### config.mk
export PLATFORM = sky130hd
export DESIGN_NAME = gtd_encoder
export DESIGN_NICKNAME = d
export VERILOG_FILES = /design/src/gtd_pkg.sv /design/src/gtd_encoder.sv /design/src/gtd_sync.sv
export VERILOG_INCLUDE_DIRS = /design/src
export SDC_FILE = /design/constraint.sdc
export NUM_CORES = 1
export LEC_CHECK = 0
export BUFFER_PORTS_ARGS = -buffer_cell sky130_fd_sc_hd__buf_2
export CAP_MARGIN = 25
export CORE_AREA = 2 2 274 276
export CTS_CLUSTER_SIZE = 28
export DETAILED_ROUTE_END_ITERATION = 10
export DIE_AREA = 0 0 276 278
export GPL_ROUTABILITY_DRIVEN = 0
export PLACE_DENSITY = 0.57
export REMOVE_ABC_BUFFERS = 1
export SETUP_SLACK_MARGIN = 0.15
export SYNTH_ARGS = -nofsm -noshare
export SYNTH_HDL_FRONTEND = slang
export SYNTH_SLANG_ARGS = --single-unit
### constraint.sdc
create_clock -name CORE_CLK -period 43.9 [get_ports CORE_CLK]
set_input_delay 4.39 -clock CORE_CLK [delete_from_list [all_inputs] [get_ports CORE_CLK]]
set_output_delay 4.39 -clock CORE_CLK [all_outputs]
set_load 0.01 [all_outputs]
### src/gtd_cfg.svh
// Timing, threshold and register map constants for the gear-tooth encoder
`ifndef GTD_ENCODER_CFG_SVH
`define GTD_ENCODER_CFG_SVH

// ----------------------------------------------------------------
// Clock and pulse timing
// ----------------------------------------------------------------
`define GTD_CLK_MHZ 10
`define GTD_CLK_HZ 10000000
`define GTD_CW 24
`define GTD_FWD_US 60
`define GTD_REV_US 180
`define GTD_ND_US 360
`define GTD_SEP_US 20
`define GTD_ERR_US 300
`define GTD_ERR_GAP_US 400
`define GTD_SETTLE_US 2000
`define GTD_TRST_MS 500
`define GTD_DIRLIM_HZ 1500
`define GTD_FWD_CYC (`GTD_FWD_US * `GTD_CLK_MHZ)
`define GTD_REV_CYC (`GTD_REV_US * `GTD_CLK_MHZ)
`define GTD_ND_CYC (`GTD_ND_US * `GTD_CLK_MHZ)
`define GTD_SEP_CYC (`GTD_SEP_US * `GTD_CLK_MHZ)
`define GTD_ERR_CYC (`GTD_ERR_US * `GTD_CLK_MHZ)
`define GTD_ERR_GAP_CYC (`GTD_ERR_GAP_US * `GTD_CLK_MHZ)
`define GTD_SETTLE_CYC (`GTD_SETTLE_US * `GTD_CLK_MHZ)
`define GTD_TRST_CYC (`GTD_TRST_MS * `GTD_CLK_MHZ * 1000)
`define GTD_DIRLIM_CYC (`GTD_CLK_HZ / `GTD_DIRLIM_HZ)

// ----------------------------------------------------------------
// Channel switching levels and start-up
// ----------------------------------------------------------------
`define GTD_ON_PCT 16'h0046
`define GTD_OFF_PCT 16'h001e
`define GTD_PCT_DIV 16'h0064
`define GTD_PK_HI_RST 8'h00
`define GTD_PK_LO_RST 8'hff
`define GTD_CAL_TEETH 2'h2

// ----------------------------------------------------------------
// Register map
// ----------------------------------------------------------------
`define GTD_REG_CTRL 8'h00
`define GTD_REG_STATUS 8'h04
`define GTD_REG_COUNT 8'h08
`define GTD_CTRL_RST 4'h0
`define GTD_CTRL_POL 0
`define GTD_CTRL_INTER 1
`define GTD_CTRL_DIAG 2
`define GTD_CTRL_TRST 3

`endif

### src/gtd_pkg.sv
// Types shared by the gear-tooth encoder
package gtd_pkg;
  typedef enum logic [1:0] {GTD_FWD, GTD_REV, GTD_ND, GTD_ERR} gtd_kind_t;
  typedef enum {GTD_IDLE, GTD_HIGH, GTD_GAP} gtd_out_t;
endpackage

### src/gtd_encoder.sv
// Gear-tooth speed and direction pulse encoder core
//
// The address map and strobed register access were decided locally.
`timescale 1ns/1ps
`include "gtd_cfg.svh"

// Summary of operation
// - One output pulse per target tooth passing the sensing face.
// - Speed is carried only by pulse repetition rate.
// - Direction is carried by pulse duration; controller measures it.
// - Direction comes from relative phase of the two channels.
// - One switching order means forward, the opposite order reverse.
// - Forward teeth give a forward-length pulse.
// - Reverse teeth give a distinct reverse-length pulse.
// - Polarity option swaps which order reports forward.
// - Intermediate option drops direction above the direction rate limit.
// - Pulses stay separated; that limits the highest pulse rate.
// - Diagnostic variant monitors for internal defects continuously.
// - Monitor flag or channel-order faults replace normal pulses with error protocol.
// - Recovery is retried without limit while a fault persists.
// - Timed-reset variant resets periodically; no zero-speed guarantee.
// - Timed reset fires after about 0.5 s with no pulses.
// - First valid pulse within four target cycles after power-on.
// - Channel on at 70 percent, off at 30 percent of span.
module gtd_encoder #(
  parameter int unsigned SETTLE_CYC = `GTD_SETTLE_CYC, // Power-on settle in cycles
  parameter int unsigned TRST_CYC = `GTD_TRST_CYC, // Idle time before timed reset
  parameter int unsigned DIRLIM_CYC = `GTD_DIRLIM_CYC // Shortest tooth period with direction
) (
  input wire logic CORE_CLK, // Core clock, 10 MHz
  input wire logic SYS_RST, // Synchronous reset, active high
  input wire logic CLK_EN, // Clock enable, freezes all state when low
  input wire logic [7:0] SIG_A, // Processed channel A sample, core clock
  input wire logic [7:0] SIG_B, // Processed channel B sample, core clock
  input wire logic FAULT_IN, // Asynchronous defect flag from monitors
  input wire logic [7:0] ADDR, // Register byte address
  input wire logic [31:0] WDATA, // Register write data
  input wire logic WR, // Register write strobe
  input wire logic RD, // Register read strobe
  output logic [31:0] RDATA, // Read data, cycle after RD
  output logic PULSE_OUT // High-current phase of output
);
  // ----------------------------------------------------------------
  // Declarations
  // ----------------------------------------------------------------
  logic [3:0] ctrl;
  logic fault_sync;
  logic [7:0] smp [2];
  logic [7:0] pk_hi [2];
  logic [7:0] pk_lo [2];
  logic ch [2];
  logic ch_q [2];
  logic rise [2];
  logic b_led;
  logic phase_err;
  logic settled;
  logic [`GTD_CW-1:0] settle_cnt;
  logic [1:0] cal_cnt;
  logic calibrated;
  logic [`GTD_CW-1:0] per_cnt;
  logic [`GTD_CW-1:0] idle_cnt;
  logic trst_hit;
  logic tooth;
  logic dir_fwd;
  logic last_fwd;
  gtd_pkg::gtd_kind_t next_kind;
  logic pend;
  gtd_pkg::gtd_kind_t pend_kind;
  gtd_pkg::gtd_out_t ost;
  gtd_pkg::gtd_kind_t cur_kind;
  logic [`GTD_CW-1:0] tcnt;
  logic fault_now;
  logic fault_state;
  logic [15:0] pulse_cnt;
  logic [7:0] retry_cnt;
  logic start;
  logic gap_done;

  // ----------------------------------------------------------------
  // Functions
  // ----------------------------------------------------------------
  // Switching level as a percentage of the tracked peak-to-peak span
  function automatic logic [7:0] gtd_level(input logic [7:0] lo, input logic [7:0] hi,
                                           input logic [15:0] pct);
    logic [15:0] prod;
    prod = 16'(hi - lo) * pct;
    gtd_level = lo + 8'(prod / `GTD_PCT_DIV);
  endfunction

  // High time of a pulse by kind
  function automatic logic [`GTD_CW-1:0] gtd_len(input gtd_pkg::gtd_kind_t k);
    unique case (k)
      gtd_pkg::GTD_FWD: gtd_len = `GTD_CW'(`GTD_FWD_CYC);
      gtd_pkg::GTD_REV: gtd_len = `GTD_CW'(`GTD_REV_CYC);
      gtd_pkg::GTD_ND: gtd_len = `GTD_CW'(`GTD_ND_CYC);
      gtd_pkg::GTD_ERR: gtd_len = `GTD_CW'(`GTD_ERR_CYC);
    endcase
  endfunction

  // Low gap after a pulse by kind; error frames use a longer gap
  function automatic logic [`GTD_CW-1:0] gtd_gap(input gtd_pkg::gtd_kind_t k);
    gtd_gap = (k == gtd_pkg::GTD_ERR) ? `GTD_CW'(`GTD_ERR_GAP_CYC) : `GTD_CW'(`GTD_SEP_CYC);
  endfunction

  // ----------------------------------------------------------------
  // Inputs
  // ----------------------------------------------------------------
  gtd_sync u_fault_sync (
    .clk(CORE_CLK),
    .rst(SYS_RST),
    .en(CLK_EN),
    .din(FAULT_IN),
    .dout(fault_sync)
  );

  // Samples come from the same clock, so no synchroniser here
  assign smp[0] = SIG_A;
  assign smp[1] = SIG_B;

  // ----------------------------------------------------------------
  // Channel peak tracking and hysteresis
  // ----------------------------------------------------------------
  // Peaks only widen; the timed reset is what lets them follow a shrinking gap
  always_ff @(posedge CORE_CLK) begin
    for (int i = 0; i < 2; i++) begin
      if (SYS_RST || (CLK_EN && trst_hit)) begin
        pk_hi[i] <= `GTD_PK_HI_RST;
        pk_lo[i] <= `GTD_PK_LO_RST;
        ch[i] <= 1'b0;
        ch_q[i] <= 1'b0;
      end else if (CLK_EN) begin
        if (smp[i] > pk_hi[i]) begin
          pk_hi[i] <= smp[i];
        end
        if (smp[i] < pk_lo[i]) begin
          pk_lo[i] <= smp[i];
        end
        ch_q[i] <= ch[i];
        // Switch on at 70 percent, off at 30 percent
        if (!ch[i] && pk_hi[i] > pk_lo[i] &&
            smp[i] >= gtd_level(pk_lo[i], pk_hi[i], `GTD_ON_PCT)) begin
          ch[i] <= 1'b1;
        end else if (ch[i] && smp[i] <= gtd_level(pk_lo[i], pk_hi[i], `GTD_OFF_PCT)) begin
          ch[i] <= 1'b0;
        end
      end
    end
  end

  assign rise[0] = ch[0] & ~ch_q[0];
  assign rise[1] = ch[1] & ~ch_q[1];

  // ----------------------------------------------------------------
  // Direction from switching order
  // ----------------------------------------------------------------
  // B on since A last switched off; clearing on A rise would call both orders forward
  always_ff @(posedge CORE_CLK) begin
    if (SYS_RST || (CLK_EN && trst_hit)) begin
      b_led <= 1'b0;
    end else if (CLK_EN) begin
      if (ch_q[0] && !ch[0]) begin
        b_led <= 1'b0;
      end else if (rise[1]) begin
        b_led <= 1'b1;
      end
    end
  end

  // B before A is one order, A before B the other; polarity flips it
  assign dir_fwd = b_led ^ ctrl[`GTD_CTRL_POL];

  // Each channel A switch-on is one tooth
  assign tooth = rise[0] & settled;

  // Tooth period; above the limit rate direction is dropped
  always_ff @(posedge CORE_CLK) begin
    if (SYS_RST) begin
      per_cnt <= '0;
    end else if (CLK_EN) begin
      if (tooth) begin
        per_cnt <= `GTD_CW'(1);
      end else if (per_cnt != '1) begin
        per_cnt <= per_cnt + `GTD_CW'(1);
      end
    end
  end

  always_comb begin
    if (ctrl[`GTD_CTRL_INTER] && per_cnt < `GTD_CW'(DIRLIM_CYC)) begin
      next_kind = gtd_pkg::GTD_ND;
    end else if (dir_fwd) begin
      next_kind = gtd_pkg::GTD_FWD;
    end else begin
      next_kind = gtd_pkg::GTD_REV;
    end
  end

  // ----------------------------------------------------------------
  // Power-on settle, calibration and timed reset
  // ----------------------------------------------------------------
  // Teeth ignored until settled, so early transients never give a pulse; error frames are not held back
  always_ff @(posedge CORE_CLK) begin
    if (SYS_RST) begin
      settle_cnt <= '0;
      settled <= 1'b0;
    end else if (CLK_EN && !settled) begin
      settle_cnt <= settle_cnt + `GTD_CW'(1);
      settled <= (settle_cnt == `GTD_CW'(SETTLE_CYC - 1));
    end
  end

  // The first teeth only prime the thresholds
  always_ff @(posedge CORE_CLK) begin
    if (SYS_RST || (CLK_EN && trst_hit)) begin
      cal_cnt <= '0;
    end else if (CLK_EN && tooth && !calibrated) begin
      cal_cnt <= cal_cnt + 2'h1;
    end
  end
  assign calibrated = (cal_cnt == `GTD_CAL_TEETH);

  // Idle timer; trades zero-speed output for fresh thresholds
  always_ff @(posedge CORE_CLK) begin
    if (SYS_RST) begin
      idle_cnt <= '0;
    end else if (CLK_EN) begin
      if (start || trst_hit || !ctrl[`GTD_CTRL_TRST]) begin
        idle_cnt <= '0;
      end else begin
        idle_cnt <= idle_cnt + `GTD_CW'(1);
      end
    end
  end
  assign trst_hit = ctrl[`GTD_CTRL_TRST] && idle_cnt == `GTD_CW'(TRST_CYC - 1);

  // ----------------------------------------------------------------
  // Fault monitor
  // ----------------------------------------------------------------
  // Both channels switching together breaks the order check; count it a defect
  always_ff @(posedge CORE_CLK) begin
    if (SYS_RST) begin
      phase_err <= 1'b0;
    end else if (CLK_EN) begin
      if (ctrl[`GTD_CTRL_DIAG] && rise[0] && rise[1]) begin
        phase_err <= 1'b1;
      end else if (gap_done && cur_kind == gtd_pkg::GTD_ERR) begin
        phase_err <= 1'b0;
      end
    end
  end
  assign fault_now = ctrl[`GTD_CTRL_DIAG] && (fault_sync || phase_err);

  // Each error frame end is a recovery attempt; no retry limit
  always_ff @(posedge CORE_CLK) begin
    if (SYS_RST) begin
      fault_state <= 1'b0;
      retry_cnt <= '0;
    end else if (CLK_EN) begin
      if (fault_now) begin
        fault_state <= 1'b1;
      end else if (gap_done && cur_kind == gtd_pkg::GTD_ERR) begin
        fault_state <= 1'b0;
      end
      if (gap_done && cur_kind == gtd_pkg::GTD_ERR && fault_now && retry_cnt != 8'hff) begin
        retry_cnt <= retry_cnt + 8'h01;
      end
    end
  end

  // ----------------------------------------------------------------
  // Pulse generator
  // ----------------------------------------------------------------
  // One tooth may wait during a pulse or gap; a further one takes its place
  always_ff @(posedge CORE_CLK) begin
    if (SYS_RST) begin
      pend <= 1'b0;
      pend_kind <= gtd_pkg::GTD_FWD;
      last_fwd <= 1'b0;
    end else if (CLK_EN) begin
      if (fault_state) begin
        pend <= 1'b0;
      end else if (tooth && calibrated) begin
        pend <= 1'b1;
        pend_kind <= next_kind;
        last_fwd <= dir_fwd;
      end else if (start) begin
        pend <= 1'b0;
      end
    end
  end

  assign start = (ost == gtd_pkg::GTD_IDLE) && (fault_state || pend);
  assign gap_done = (ost == gtd_pkg::GTD_GAP) && (tcnt == gtd_gap(cur_kind));

  // High for the kind's count, then low for at least the gap
  always_ff @(posedge CORE_CLK) begin
    if (SYS_RST) begin
      ost <= gtd_pkg::GTD_IDLE;
      cur_kind <= gtd_pkg::GTD_FWD;
      tcnt <= '0;
      PULSE_OUT <= 1'b0;
    end else if (CLK_EN) begin
      unique case (ost)
        gtd_pkg::GTD_IDLE: begin
          if (start) begin
            cur_kind <= fault_state ? gtd_pkg::GTD_ERR : pend_kind;
            PULSE_OUT <= 1'b1;
            tcnt <= `GTD_CW'(1);
            ost <= gtd_pkg::GTD_HIGH;
          end
        end
        gtd_pkg::GTD_HIGH: begin
          if (tcnt == gtd_len(cur_kind)) begin
            PULSE_OUT <= 1'b0;
            tcnt <= `GTD_CW'(1);
            ost <= gtd_pkg::GTD_GAP;
          end else begin
            tcnt <= tcnt + `GTD_CW'(1);
          end
        end
        gtd_pkg::GTD_GAP: begin
          if (gap_done) begin
            ost <= gtd_pkg::GTD_IDLE;
          end else begin
            tcnt <= tcnt + `GTD_CW'(1);
          end
        end
      endcase
    end
  end

  // ----------------------------------------------------------------
  // Register port
  // ----------------------------------------------------------------
  // Control bits steer polarity, rate option, diagnostics and timed reset
  always_ff @(posedge CORE_CLK) begin
    if (SYS_RST) begin
      ctrl <= `GTD_CTRL_RST;
    end else if (CLK_EN && WR && ADDR == `GTD_REG_CTRL) begin
      ctrl <= WDATA[3:0];
    end
  end

  always_ff @(posedge CORE_CLK) begin
    if (SYS_RST) begin
      pulse_cnt <= '0;
    end else if (CLK_EN && start && !fault_state) begin
      pulse_cnt <= pulse_cnt + 16'h0001;
    end
  end

  // Read data stands only in the cycle after the strobe
  always_ff @(posedge CORE_CLK) begin
    if (SYS_RST) begin
      RDATA <= '0;
    end else if (CLK_EN) begin
      RDATA <= '0;
      if (RD) begin
        unique case (ADDR)
          `GTD_REG_CTRL: RDATA <= {28'h0000000, ctrl};
          `GTD_REG_STATUS: RDATA <= {16'h0000, retry_cnt, 4'h0, calibrated, settled,
                                     fault_state, last_fwd};
          `GTD_REG_COUNT: RDATA <= {16'h0000, pulse_cnt};
          default: RDATA <= '0;
        endcase
      end
    end
  end

  // ----------------------------------------------------------------
  // Checks
  // ----------------------------------------------------------------
  logic [`GTD_CW-1:0] hi_len;
  logic [`GTD_CW-1:0] lo_len;

  // Independent high and low time meters on the output
  always_ff @(posedge CORE_CLK) begin
    if (SYS_RST) begin
      hi_len <= '0;
      lo_len <= '1;
    end else if (CLK_EN) begin
      hi_len <= PULSE_OUT ? hi_len + `GTD_CW'(1) : '0;
      lo_len <= PULSE_OUT ? '0 : ((&lo_len) ? lo_len : lo_len + `GTD_CW'(1));
    end
  end

  fwd_width_a: assert property (@(posedge CORE_CLK) disable iff (SYS_RST)
    $fell(PULSE_OUT) && cur_kind == gtd_pkg::GTD_FWD |-> hi_len == `GTD_CW'(`GTD_FWD_CYC))
    else $error("forward pulse width wrong");
  rev_width_a: assert property (@(posedge CORE_CLK) disable iff (SYS_RST)
    $fell(PULSE_OUT) && cur_kind == gtd_pkg::GTD_REV |-> hi_len == `GTD_CW'(`GTD_REV_CYC))
    else $error("reverse pulse width wrong");
  nd_width_a: assert property (@(posedge CORE_CLK) disable iff (SYS_RST)
    $fell(PULSE_OUT) && cur_kind == gtd_pkg::GTD_ND |-> hi_len == `GTD_CW'(`GTD_ND_CYC))
    else $error("non-direction pulse width wrong");
  pulse_gap_a: assert property (@(posedge CORE_CLK) disable iff (SYS_RST)
    $rose(PULSE_OUT) |-> $past(lo_len) >= `GTD_CW'(`GTD_SEP_CYC))
    else $error("pulse gap too short");
  settle_quiet_a: assert property (@(posedge CORE_CLK) disable iff (SYS_RST)
    !settled |-> !PULSE_OUT)
    else $error("pulse before settling");
  error_frame_a: assert property (@(posedge CORE_CLK) disable iff (SYS_RST)
    CLK_EN && fault_state && ost == gtd_pkg::GTD_IDLE |=> PULSE_OUT && cur_kind == gtd_pkg::GTD_ERR)
    else $error("fault without error frame");
  retry_clear_a: assert property (@(posedge CORE_CLK) disable iff (SYS_RST)
    CLK_EN && gap_done && cur_kind == gtd_pkg::GTD_ERR && !fault_now |=> !fault_state)
    else $error("recovery not taken");
  dir_order_a: assert property (@(posedge CORE_CLK) disable iff (SYS_RST)
    CLK_EN && tooth && calibrated && !fault_state |=> last_fwd == ($past(b_led) ^ ctrl[`GTD_CTRL_POL]))
    else $error("direction order wrong");
  timed_reset_a: assert property (@(posedge CORE_CLK) disable iff (SYS_RST)
    CLK_EN && trst_hit |=> cal_cnt == 2'h0 && idle_cnt == '0)
    else $error("timed reset missed");
  one_tooth_a: assert property (@(posedge CORE_CLK) disable iff (SYS_RST)
    CLK_EN && tooth && calibrated && !fault_state && !pend |=> pend)
    else $error("tooth not queued");
endmodule

### src/gtd_sync.sv
// Three-stage synchroniser with agreement filter for one pin input
`timescale 1ns/1ps
module gtd_sync (
  input wire logic clk, // Core clock
  input wire logic rst, // Synchronous reset, active high
  input wire logic en, // Clock enable
  input wire logic din, // Asynchronous pin level
  output logic dout // Filtered level
);
  logic s1;
  logic s2;
  logic s3;

  // Only s2 reads s1; a level counts once s2 and s3 agree
  always_ff @(posedge clk) begin
    if (rst) begin
      s1 <= 1'b0;
      s2 <= 1'b0;
      s3 <= 1'b0;
      dout <= 1'b0;
    end else if (en) begin
      s1 <= din;
      s2 <= s1;
      s3 <= s2;
      if (s2 == s3) begin
        dout <= s3;
      end
    end
  end
endmodule

After elaboration in Yosys (flattened, before gate mapping) --
Memories as Yosys holds them, arrays and structs flattened. Index checks and enable logic that the tools add are counted.
Operators by class: reductions and logical operators 59, $mul 4, add/subtract/negate cells 13, multiplexer cells 81, divide/modulo/power cells 4, eq/ne operators 20, order comparisons 11, bitwise operators 17
Operator list (number):
- $mux 24 | 9
- $add 24x1->24 const B | 4
- $mux 32 | 3
- $pmux 24 s4 | 1
- $pmux 32 s3 | 1
- $pmux 24 s3 | 1
- $div 16x7->16 const B | 4
- $logic_not 32->1 | 2
- $mux 1 | 56
- $pmux 16 s3 | 1
- $add 8x8->8 | 4
- $eq 32x1->1 const B | 1
- $eq 32x2->1 const B | 1
- $eq 32x3->1 const B | 1
- $gt 8x8->1 | 4
- $mul 16x4->15 const B | 2
- $mul 16x6->15 const B | 2
- $mux 8 | 4
- $logic_and 1x1->1 | 26
- $eq 24x12->1 | 1
- $eq 24x15->1 const B | 1
- $eq 24x23->1 const B | 1
- $eq 24x24->1 | 1
- $lt 24x13->1 const B | 1
- 32 further kinds | 77
Storage, ports and cells: RAM bits 36, input port bits 62, memories kept 4, output and inout port bits 33, logic and storage cells 236, bits in registers 205
Memory list:
- pk_hi | depth 2, width 8, read ports 2, clocked after Yosys merged registers in 0, wr ports 2, RTL line gtd_encoder.sv:49 | logic [7:0] pk_hi [2];
- pk_lo | depth 2, width 8, read ports 2, clocked after Yosys merged registers in 0, wr ports 2, RTL line gtd_encoder.sv:50 | logic [7:0] pk_lo [2];
- ch | depth 2, width 1, read ports 2, clocked after Yosys merged registers in 0, wr ports 2, RTL line gtd_encoder.sv:51 | logic ch [2];
- ch_q | depth 2, width 1, read ports 2, clocked after Yosys merged registers in 0, wr ports 2, RTL line gtd_encoder.sv:52 | logic ch_q [2];

Depth between registers and ports, before layout --
An unclocked memory read counts as a cell.
depth in word-level cells 13, gate-level depth with buffers 70, depth with buffers taken out 63

By module --
A second synthesis with hierarchy kept.
Second synthesis, totals: cell total of the unflattened synthesis 3716, area total of the unflattened synthesis 27888.0 um^2
Modules (own cells, without submodules):
- gtd_encoder | sequential area each 4184.0 um^2, cells each 3700, area an instance 27716.6 um^2, instances 1
- gtd_sync | sequential area each 80.1 um^2, cells each 16, area an instance 171.4 um^2, instances 1

Least setup slack after synthesis --
No wires, ideal clock.
path type register to register, start point mem pk_lo[0][1], end point mem ch[0] (enable), arrival time 13.740 ns, stages on the path, launching flop included 65, required time 43.651 ns, setup slack 29.911 ns, path buffers 4, cells stage by stage edfxtp_1 > inv_1 > ha_1 > a21o_1 > a21o_1 > a21o_1 > a21o_1 > a21o_1 > a21o_1 > xor2_1 > ha_1 > ha_1 > inv_1 > fa_1 > inv_1 > ha_1 > buf_6 > and3_4 > (+29 left out) > a221o_1 > o2111ai_1 > a2111o_1 > ha_1 > inv_1 > fa_1 > ha_1 > a21oi_1 > nor2b_1 > o21ai_0 > nand2b_1 > a21oi_1 > nor2b_1 > o21ai_0 > nand2b_1 > a21oi_1 > nor3_1 > or2_2
RTL lines (RTL line):
- from (decl) | gtd_encoder.sv:50
- to (decl) | gtd_encoder.sv:51

==> impl_metrics.env <==
export IMPL_flow_area_growth_from_synthesis_pct=5.57
export IMPL_drc_markers=0
export IMPL_worstSkewPairLatency_ps=450
export IMPL_row_count=100
export IMPL_critical_path_reg2reg_endpoint="ch[0]$_SDFFCE_PP0P_"
export IMPL_avgRoutedWirePerCell_um=17.1
export IMPL_route_vias_total=28100
export IMPL_die_ar_mm2=0.0767
export IMPL_io_buffers=50
export IMPL_critical_path_startpoint_type="flop"
export IMPL_fin_worst_skew_ps=25.7
export IMPL_largest_net_degree_at_the_start_of_global_routing=73
export IMPL_worstHoldStart="ch_q[0]$_DFFE_PP_"
export IMPL_critical_path_peak_fanout=16
export IMPL_finalSetupViolations=0
export IMPL_clock_sink_count=195
export IMPL_cts_tree="built"
export IMPL_finalCriticalPeriod_ps=16620
export IMPL_die_w_um=276
export IMPL_r2r_slack_ps=27280
export IMPL_yosys_register_bits=195
export IMPL_dominantRegCellSynth="dfxtp_1"
export IMPL_drt_vias_per_instance=5.95
export IMPL_synth_area_per_cell_um2=7.59
export IMPL_synth_enable_flop_cells=36
export IMPL_boundaryPins=95
export IMPL_detail_route_wirelength_um=80800
export IMPL_yosysWarningCount=0
export IMPL_cts_repair_resize_count=0
export IMPL_max_slew_margin_rel_pct=26.4
export IMPL_chipHeight_um=278
export IMPL_timing_final_crit_share_pct=37.9
export IMPL_ant_nets=0
export IMPL_cpMaxStageDelayCell="a2111oi_1"
export IMPL_worst_hold_check_path_type="flop to flop"
export IMPL_core_area_mm2=0.0738
export IMPL_postSynthCellCount=3773
export IMPL_worst_endpoint_required_ps=44110
export IMPL_cts_buffers=17
export IMPL_grt_first_pass_wirelength_um=134000
export IMPL_worst_setup_path_end_kind="flop"
export IMPL_cp_slowest_stage_delay_ps=780
export IMPL_hold_path_endpoint="b_led$_SDFFE_PP0P_"
export IMPL_synthesis_area_mm2=0.0286
export IMPL_timing_critical_path_mode_cell="a21o_1"
export IMPL_cts_path_max_buffers=2
export IMPL_grt_setup_unrepaired="no"
export IMPL_max_slew_violations=0
export IMPL_yosysUniqueCellTypes=164
export IMPL_cts_hold_repair_buffers=0
export IMPL_timing_worst_setup_path_type="flop to flop"
export IMPL_worst_hold_path_stage_count=1
export IMPL_globalRouteTotalUtil_pct=20.4
export IMPL_setup_total_negative_slack_ps=0
export IMPL_ys_seq_area_share_pct=14.9
export IMPL_htree_num_levels=4
export IMPL_fmaxAchievable_ghz=0.0602
export IMPL_firstDrtPassIters=5
export IMPL_cts_post_setup_buffers_inserted=0
export IMPL_fin_nets=4049
export IMPL_clockRootBuffer="clkbuf_16"
export IMPL_regToRegStartpoint="pk_lo[0][1]$_SDFFCE_PN1P_"
export IMPL_starting_density_of_the_core_pct=38.8
export IMPL_ys_async_sr_fraction_pct=0
export IMPL_number_of_cell_instances_on_the_worst_register_to_register_path=54
export IMPL_antenna_found_initial=3
export IMPL_place_hpwl_um=63200
export IMPL_grt_remaining_overflow=0
export IMPL_via_count_of_the_first_global_routing_pass=26200
export IMPL_path_clk_slew_ps=100
export IMPL_timing_worst_slew_pin_value_ps=1100
export IMPL_arrival_time_of_data_at_the_critical_path_endpoint_ps=16820
export IMPL_timing_max_cap_violations=0
export IMPL_run_status="finished clean"
export IMPL_hold_viol=0
export IMPL_layout_drive_gt1_share_pct=9.77
export IMPL_first_iter_violations=2284
==> cells by family (layout without fill, tap and decap cells) <==
family	after synthesis	in the layout	synth area share (%)
DFF	195	195	14.9
xor gates and xnor gates	301	301	9.36
and+or+nand+nor	1475	1475	26.7
muxes	81	81	2.97
AOI/OAI and AO/OA	1139	1139	29.1
adders and majority gates	245	245	11.8
other	1	18	0.0131
buffers and inverters	336	304	5.26
==> routing by layer <==
layer	track usage (%)	wire [µm]	vias to the layer above
li1	-	-	14100
met1	28.2	38600	13300
met2	34.8	38100	638
met3	1.67	3030	82
met4	3.92	1040	2
met5	0	7	-
==> critical path: cells and delay by family (launching register included) <==
family                     cells  cell delay (ps)
buffers and inverters          4              570
muxes                          1              470
AOI/OAI and AO/OA             29             8880
adders and majority gates      6             2040
DFF                            1              500
xor gates and xnor gates       3              770
and+or+nand+nor               11             3140
==> through the flow <==
stage / instance area (µm²) / utilization, % / setup WS [ps] / hold slack [ps] / instances
global placement: 29600 / 40.1 / 27450 / 432 / 4689
detailed placement: 29600 / 40.1 / 27390 / 438 / 4690
finish: 30200 / 41.0 / 27280 / 436 / 4727
CTS: 30200 / 40.9 / 27350 / 437 / 4722
global route: 30200 / 41.0 / 25970 / 469 / 4726
floorplan: 27900 / - / 29730 / 433 / 3645
==> area by class of cell <==
cell class                 instances  area, µm²
clock inverter                    15        206
clock buffer                      17        425
fill                            7750      43600
antenna                            2       5.00
multi-input combinational       3257      22900
sequential                       195       4260
inverter                         193        731
tap                              969       1210
timing repair buffer              79        463
==> cells in the mapped netlist, types with 34 or more instances <==
master | n | area, µm²
a31oi_1 | 42 | 263
nor4_1 | 53 | 332
mux2i_1 | 60 | 601
and3_1 | 71 | 444
and2_1 | 51 | 319
a211oi_1 | 60 | 450
xor2_1 | 134 | 1170
inv_1 | 178 | 668
a21oi_1 | 227 | 1140
nor3_1 | 118 | 591
nand3_1 | 155 | 776
nor2b_1 | 34 | 213
edfxtp_1 | 36 | 1080
or3_1 | 49 | 307
clkbuf_1 | 81 | 304
o211ai_1 | 53 | 398
a21o_1 | 66 | 495
ha_1 | 203 | 2540
fa_1 | 41 | 821
nand2_1 | 290 | 1090
o21ai_0 | 178 | 891
nand4_1 | 78 | 488
dfxtp_1 | 159 | 3180
nand2b_1 | 42 | 263
xnor2_1 | 162 | 1420
nor2_1 | 368 | 1380
==> cell usage in the layout (no fill, tap or decap), types with 53 or more instances in the layout <==
cell type,n
nor2_1,368
nand2_1,290
a21oi_1,227
ha_1,203
inv_1,178
o21ai_0,178
xnor2_1,162
dfxtp_1,159
nand3_1,155
xor2_1,134
nor3_1,118
nand4_1,78
and3_1,71
a21o_1,66
a211oi_1,60
mux2i_1,60
o211ai_1,53
nor4_1,53
==> worst max path at each step <==
stage	startpoint	endpoint	slack (ps)
after global placement	pk_lo[0][1]$_SDFFCE_PN1P_	ch[0]$_SDFFCE_PP0P_	27450
after global routing	pk_lo[0][1]$_SDFFCE_PN1P_	ch[0]$_SDFFCE_PP0P_	25970
final	pk_lo[0][1]$_SDFFCE_PN1P_	ch[0]$_SDFFCE_PP0P_	27280
after detailed placement	pk_lo[0][1]$_SDFFCE_PN1P_	ch[0]$_SDFFCE_PP0P_	27390
after floorplan	pk_lo[0][1]$_SDFFCE_PN1P_	ch[0]$_SDFFCE_PP0P_	29730
after CTS	pk_lo[0][1]$_SDFFCE_PN1P_	ch[0]$_SDFFCE_PP0P_	27350
==> flip-flops by register name, summed over array words and instances, names as in the netlist, 8 cells and up <==
register	count
RDATA	16
idle_cnt	24
per_cnt	24
pk_hi	16
pk_lo	16
pulse_cnt	16
retry_cnt	8
settle_cnt	24
tcnt	24
Power is not shown: default switching activity piles up to over one toggle a cycle in this logic, so the estimate is an artifact.
